==> config.mk <==
export PLATFORM = sky130hd
export DESIGN_NAME = esr_ctrl
export DESIGN_NICKNAME = d
export VERILOG_FILES = /design/src/esr_pkg.sv /design/src/esr_tmr_if.sv /design/src/esr_timer.sv /design/src/esr_ctrl.sv
export SDC_FILE = /design/constraint.sdc
export NUM_CORES = 1
export LEC_CHECK = 0
export BUFFER_PORTS_ARGS = -buffer_cell sky130_fd_sc_hd__buf_4
export CELL_PAD_IN_SITES_DETAIL_PLACEMENT = 0
export CELL_PAD_IN_SITES_GLOBAL_PLACEMENT = 2
export CORE_MARGIN = 3
export CORE_UTILIZATION = 29
export DETAILED_ROUTE_END_ITERATION = 8
export GPL_ROUTABILITY_DRIVEN = 0
export PLACE_DENSITY = 0.75
export SLEW_MARGIN = 40
export SYNTH_ARGS = -nofsm -noshare
export SYNTH_HDL_FRONTEND = slang
export SYNTH_SLANG_ARGS = --single-unit
==> constraint.sdc <==
create_clock -name clk -period 2.4 [get_ports clk]
set_clock_uncertainty 0.1 [all_clocks]
set_input_delay 0.24 -clock clk [delete_from_list [all_inputs] [get_ports clk]]
set_output_delay 0.24 -clock clk [all_outputs]
set_load 0.03 [all_outputs]
==> src/esr_pkg.sv <==
// Package of constants and types for the edge-strobed static RAM host controller
package esr_pkg;
   localparam int ADDR_W     = 12;
   localparam int CLK_NS     = 100;
   // Strobe timing, ns, slowest grade figures
   localparam int EH_NS      = 500;  // Strobe high time
   localparam int EL_NS      = 300;  // Strobe low time
   localparam int ACC_NS     = 500;  // Access time from strobe rise
   localparam int WE_DLY_NS  = 50;   // Write pulse starts after this
   localparam int WW_NS      = 300;  // Write pulse width
   localparam int CF_NS      = 210;  // output_turnoff_delay
   localparam int DS_NS      = 300;  // write_data_setup
   localparam int CNT_W      = 4;
   // Least times round up
   localparam logic [CNT_W-1:0] EH_CYC  = CNT_W'((EH_NS + CLK_NS - 1) / CLK_NS);
   localparam logic [CNT_W-1:0] EL_CYC  = CNT_W'((EL_NS + CLK_NS - 1) / CLK_NS);
   localparam logic [CNT_W-1:0] ACC_CYC = CNT_W'((ACC_NS + CLK_NS - 1) / CLK_NS);
   // Write pulse waits strictly more than the delay, then holds pulse width plus turn-off
   localparam logic [CNT_W-1:0] WE_DLY_CYC = CNT_W'(WE_DLY_NS / CLK_NS + 1);
   localparam logic [CNT_W-1:0] WW_CYC =
      CNT_W'((WW_NS + CF_NS + CLK_NS - 1) / CLK_NS);
   localparam logic [CNT_W-1:0] ONE = CNT_W'(1);
   typedef enum logic [2:0] {ESR_IDLE, ESR_OFF, ESR_HIGH, ESR_WPULSE, ESR_LOW} esr_state_t;
endpackage

==> src/esr_tmr_if.sv <==
// Interface carrying the interval timer load and done signals
interface esr_tmr_if;
   logic                             load;
   logic [esr_pkg::CNT_W-1:0]        count;
   logic                             done;
   modport ctl (output load, output count, input done);
   modport tmr (input load, input count, output done);
endinterface

==> src/esr_timer.sv <==
// Down counter that times strobe phases in clock cycles
module esr_timer (
   input  wire logic clk,
   input  wire logic rstn,
   esr_tmr_if.tmr    t
);
   logic [esr_pkg::CNT_W-1:0] cnt_ff;
   logic [esr_pkg::CNT_W-1:0] nxt_cnt;

   always_comb begin
      nxt_cnt = cnt_ff;
      if (t.load) begin
         nxt_cnt = t.count - esr_pkg::ONE;
      end else if (cnt_ff != '0) begin
         nxt_cnt = cnt_ff - esr_pkg::ONE;
      end
   end

   always_ff @(posedge clk or negedge rstn) begin
      if (!rstn) begin
         cnt_ff <= '0;
      end else begin
         cnt_ff <= nxt_cnt;
      end
   end

   // Done while idle; a load of N raises it N edges later.
   // Done must not look at load, which is itself decoded from done.
   assign t.done = (cnt_ff == '0);
endmodule

==> src/esr_ctrl.sv <==
// Host controller that runs strobed read and write cycles on the static RAM
module esr_ctrl #(
   parameter int ADDR_W = esr_pkg::ADDR_W
) (
   input  wire logic              clk,
   input  wire logic              rstn,
   input  wire logic              req_valid,
   input  wire logic              req_write,
   input  wire logic [ADDR_W-1:0] req_addr,
   input  wire logic              req_wdata,
   output logic                   req_ready,
   output logic                   rsp_valid,
   output logic                   rsp_rdata,
   output logic                   mem_strobe,
   output logic [ADDR_W-1:0]      mem_addr,
   output logic                   mem_select_n,
   output logic                   mem_write_n,
   output logic                   mem_din,
   output logic                   mem_output_on,
   output logic                   output_off_control,
   input  wire logic              mem_dout,
   input  wire logic              mem_dout_oe,
   input  wire logic              mem_status
);
   esr_tmr_if tif ();

   esr_timer u_timer (
      .clk  (clk),
      .rstn (rstn),
      .t    (tif)
   );

   esr_pkg::esr_state_t   state_ff;
   esr_pkg::esr_state_t   nxt_state;
   logic                  wr_ff;
   logic                  nxt_wr;
   logic                  strobe_ff;
   logic                  nxt_strobe;
   logic [ADDR_W-1:0]     addr_ff;
   logic [ADDR_W-1:0]     nxt_addr;
   logic                  wen_n_ff;
   logic                  nxt_wen_n;
   logic                  din_ff;
   logic                  nxt_din;
   logic                  oon_ff;
   logic                  nxt_oon;
   logic                  ooff_ff;
   logic                  nxt_ooff;
   logic                  rv_ff;
   logic                  nxt_rv;
   logic                  rd_ff;
   logic                  nxt_rd;
   logic                  min_ok_ff;
   logic                  nxt_min_ok;

   always_comb begin
      nxt_state  = state_ff;
      nxt_wr     = wr_ff;
      nxt_strobe = strobe_ff;
      nxt_addr   = addr_ff;
      nxt_wen_n  = wen_n_ff;
      nxt_din    = din_ff;
      nxt_oon    = oon_ff;
      nxt_ooff   = ooff_ff;
      nxt_rv     = 1'b0;
      nxt_rd     = rd_ff;
      nxt_min_ok = min_ok_ff;
      tif.load   = 1'b0;
      tif.count  = esr_pkg::ONE;
      case (state_ff)
         esr_pkg::ESR_IDLE: begin
            if (req_valid && tif.done) begin
               nxt_wr   = req_write;
               nxt_addr = req_addr;
               nxt_din  = req_wdata;
               if (req_write) begin
                  nxt_oon   = 1'b0;
                  nxt_ooff  = 1'b1;
                  tif.load  = 1'b1;
                  tif.count = esr_pkg::ONE;
                  nxt_state = esr_pkg::ESR_OFF;
               end else begin
                  nxt_oon    = 1'b1;
                  nxt_ooff   = 1'b0;
                  nxt_strobe = 1'b1;
                  tif.load   = 1'b1;
                  tif.count  = esr_pkg::EH_CYC;
                  nxt_min_ok = 1'b0;
                  nxt_state  = esr_pkg::ESR_HIGH;
               end
            end
         end
         esr_pkg::ESR_OFF: begin
            // Lets the memory output fall off the data line before the write strobe
            if (tif.done) begin
               nxt_strobe = 1'b1;
               tif.load   = 1'b1;
               tif.count  = esr_pkg::WE_DLY_CYC;
               nxt_state  = esr_pkg::ESR_HIGH;
            end
         end
         esr_pkg::ESR_HIGH: begin
            if (wr_ff) begin
               if (tif.done) begin
                  nxt_wen_n = 1'b0;
                  tif.load  = 1'b1;
                  tif.count = esr_pkg::WW_CYC;
                  nxt_state = esr_pkg::ESR_WPULSE;
               end
            end else begin
               if (tif.done) begin
                  nxt_min_ok = 1'b1;
               end
               // Status ends the read cycle, but only once the least high time has passed
               if ((tif.done || min_ok_ff) && mem_status && mem_dout_oe) begin
                  nxt_rd     = mem_dout;
                  nxt_rv     = 1'b1;
                  nxt_strobe = 1'b0;
                  tif.load   = 1'b1;
                  tif.count  = esr_pkg::EL_CYC;
                  nxt_state  = esr_pkg::ESR_LOW;
               end
            end
         end
         esr_pkg::ESR_WPULSE: begin
            if (tif.done) begin
               nxt_wen_n  = 1'b1;
               nxt_strobe = 1'b0;
               tif.load   = 1'b1;
               tif.count  = esr_pkg::EL_CYC;
               nxt_state  = esr_pkg::ESR_LOW;
            end
         end
         esr_pkg::ESR_LOW: begin
            if (tif.done) begin
               nxt_state = esr_pkg::ESR_IDLE;
            end
         end
         default: begin
            nxt_state = esr_pkg::ESR_IDLE;
         end
      endcase
   end

   always_ff @(posedge clk or negedge rstn) begin
      if (!rstn) begin
         state_ff  <= esr_pkg::ESR_IDLE;
         wr_ff     <= 1'b0;
         strobe_ff <= 1'b0;
         addr_ff   <= '0;
         wen_n_ff  <= 1'b1;
         din_ff    <= 1'b0;
         oon_ff    <= 1'b0;
         ooff_ff   <= 1'b1;
         rv_ff     <= 1'b0;
         rd_ff     <= 1'b0;
         min_ok_ff <= 1'b0;
      end else begin
         state_ff  <= nxt_state;
         wr_ff     <= nxt_wr;
         strobe_ff <= nxt_strobe;
         addr_ff   <= nxt_addr;
         wen_n_ff  <= nxt_wen_n;
         din_ff    <= nxt_din;
         oon_ff    <= nxt_oon;
         ooff_ff   <= nxt_ooff;
         rv_ff     <= nxt_rv;
         rd_ff     <= nxt_rd;
         min_ok_ff <= nxt_min_ok;
      end
   end

   // Address and data are held through the whole cycle, beyond the hold minima
   assign req_ready          = (state_ff == esr_pkg::ESR_IDLE) && tif.done;
   assign rsp_valid          = rv_ff;
   assign rsp_rdata          = rd_ff;
   assign mem_strobe         = strobe_ff;
   assign mem_addr           = addr_ff;
   assign mem_select_n       = 1'b0;
   assign mem_write_n        = wen_n_ff;
   assign mem_din            = din_ff;
   assign mem_output_on      = oon_ff;
   assign output_off_control = ooff_ff;
endmodule

==> out/qor.csv <==
metric,value,unit
DR DRC count,0,
status,"finished, final reports clean",
DPL Wire Length,2620,µm
final hold vios,0,
I/O pin count,41,
CP startpoint kind,register,
final setup vio count,0,
Die Ht,75.4,µm
row cnt,24,
initial DRC count,67,
largest area contributor in the netlist,dfrtp_1,
syn_area_per_cell,11.5,µm²
die width,75.4,µm
Maximum Capacitance Violations,0,
CTS tree,yes,
number of flops mapped to enable cells by yosys,0,
core area,4500,µm²
Post-layout nets,190,
first-pass GRT wire length,5600,µm
clock sinks,28,
internal power,0.00144,W
final WL,3340,µm
ys async rst share,100,%
total global-route track usage,12.9,%
largest net degree at the start of global routing,29,
Worst-path clk slew,0.09,ns
Leak,0.879,nW
Filler Cells Inserted,472,
"Primary FF master, synth",dfrtp_1,
"Max FO, Critical Path",4,
fraction of layout cells with a size suffix above 1,38.1,%
I/O Buffers,39,
n_diodes,0,
Crit Path Class,register to register,
mapped cell area,1400,µm²
Yosys reg bits,28,
clock share of power,11.6,%
CTS Buffer Depth,2,
total die area,5680,µm²
Final Core Density,41.5,%
WP data arrival,2.39,ns
Psw,0.00107,W
cts bufs inserted,3,
initial antenna violation count,0,
sw frac,42.6,%
CTS root buf,clkbuf_8,
sequential share of the synthesized area,50.4,%
Post-Syn Instances,121,
post-synth top area share,46.6,%
most frequent cells in the layout,"buf_4, dfrtp_1, mux2_1",
Hold WS,0.0785,ns
Worst Setup End Kind,register,
# H-tree levels,1,
synth-to-layout area growth,34.0,%
post-synthesis net count,142,
Tmin final,2.33,ns
"most common cell after layout, fill and taps aside",buf_4,
synth unique cells,42,
Avg WL per Cell,15.2,µm
CP Data Required Time,2.46,ns
vias in the first global route,1181,
Final Max Slew Viols,0,
combinational power share,54.5,%
Hold Path Class,primary input to register,
Max Fclk,0.430,GHz
total number of vias,1139,
Reg power frac,34.0,%
Post-DRT Antenna Nets,0,
Congestion Overflow GR,0,
fin crit share,96.9,%
synth warn,0,
routed vias/inst,5.18,
DRT Pass-1 Iters,4,
Starting Density,31.0,%
"Clk Latency, worst-skew pair",0.27,ns
pwr dens,1340,nW/µm²
Pwr Total,0.00251,W
synth top area cells,"dfrtp_1, mux2_1, dfstp_2, nand2_1, a2111oi_4",
Max VDD drop,0.648,mV
==> synthesized netlist by cell type, types with 2 or more instances <==
cell type  count
dfrtp_1       26
mux2_1        17
nand2_1        8
nor2_1         7
nand3_1        5
nor2b_1        4
a21oi_1        3
buf_2          3
clkbuf_1       3
or4_1          3
a32o_1         2
dfstp_2        2
inv_1          2
nand2b_1       2
o21a_1         2
o21ai_0        2
o21ai_1        2
o22a_1         2
o31a_1         2
o31ai_1        2
==> metrics by stage <==
step	instances	worst slack, ns	TNS, ns	instance area, µm²
6_report	220	0.0739	0	1870
5_1_grt	220	-0.00686	-0.00686	1870
4_1_cts	220	0.0408	0	1860
3_5_place_dp	215	0.0670	0	1800
3_3_place_gp	215	0.114	0	1800
2_1_floorplan	121	0.0141	0	1400
==> power by group through the flow <==
stage,Clock (W),Sequential [W],Combinational [W]
final,0.000290,0.000851,0.00137
after global routing,0.000327,0.000883,0.00149
after CTS,0.000306,0.000851,0.00137
after detailed placement,0,0.000860,0.00137
after global placement,0,0.000853,0.00135
after floorplan,0,0.00111,0.000587
==> layout make-up <==
cell class	count	area, µm²	share of cell area [%]
Timing Repair Buffer	51	385	20.6
Tap cell	52	65.1	3.48
Sequential cell	28	703	37.6
Multi-Input combinational cell	82	651	34.8
Clock buffer	4	55.1	2.94
Inverter	3	11.3	0.602
==> worst max-delay path, stage by stage (launching register included) <==
cell	delay, ns
dfrtp_1	0.40
or4_4	0.55
or4_1	0.48
o21ai_1	0.10
ha_2	0.21
nor3b_1	0.05
a311o_1	0.31
==> metal layers <==
metal	track usage (%)	routed length (µm)	vias up
li1	-	-	536
met1	17.5	1400	572
met2	21.4	1790	29
met3	2.90	141	2
met4	2.33	14	0
met5	0	0	-
==> sequential cells by signal, indices dropped and copies added (netlist names) <==
name,count
mem_addr,12
u_timer.cnt_ff,4
state_ff,3
mem_din,1
mem_output_on,1
mem_strobe,1
mem_write_n,1
min_ok_ff,1
output_off_control,1
rsp_rdata,1
rsp_valid,1
wr_ff,1
==> path summary, 6_finish.rpt <==
check	start	endpoint	slack, ns	depth (start not counted)
hold / removal	req_addr[2]	mem_addr[2]$_DFFE_PN0P_	0.08	2
setup / recovery	u_timer.cnt_ff[1]$_DFFE_PN0P_	u_timer.cnt_ff[2]$_DFFE_PN0P_	0.07	6
max in group asynchronous	rstn	output_off_control$_DFFE_PN1P_	1.57	2
hold reg to reg	mem_strobe$_DFFE_PN0P_	mem_strobe$_DFFE_PN0P_	0.40	1
min in group asynchronous	rstn	mem_strobe$_DFFE_PN0P_	0.31	2
setup reg to reg	u_timer.cnt_ff[1]$_DFFE_PN0P_	u_timer.cnt_ff[2]$_DFFE_PN0P_	0.07	6
==> what timing repair did <==
action | in CTS | in global routing
hold endpoints to repair | 26 | 0
hold buffers | 1 | 0
buffers inserted | 0 | 0
setup endpoints to repair | 0 | 1
gates resized for setup | 0 | 2
==> logic make-up (layout without fill, tap and decap cells) <==
| logic type | after synthesis | after routing | share of synthesized area, % |
|---|---|---|---|
| simple gates | 35 | 35 | 14.2 |
| other cells | 1 | 1 | 0.269 |
| compound gates | 27 | 27 | 16.4 |
| mux | 18 | 18 | 14.4 |
| buf+inv | 11 | 58 | 3.49 |
| flops | 28 | 28 | 50.4 |
| fa+ha+maj | 1 | 1 | 0.896 |
Note: power is estimated with default switching activity, not from simulation.
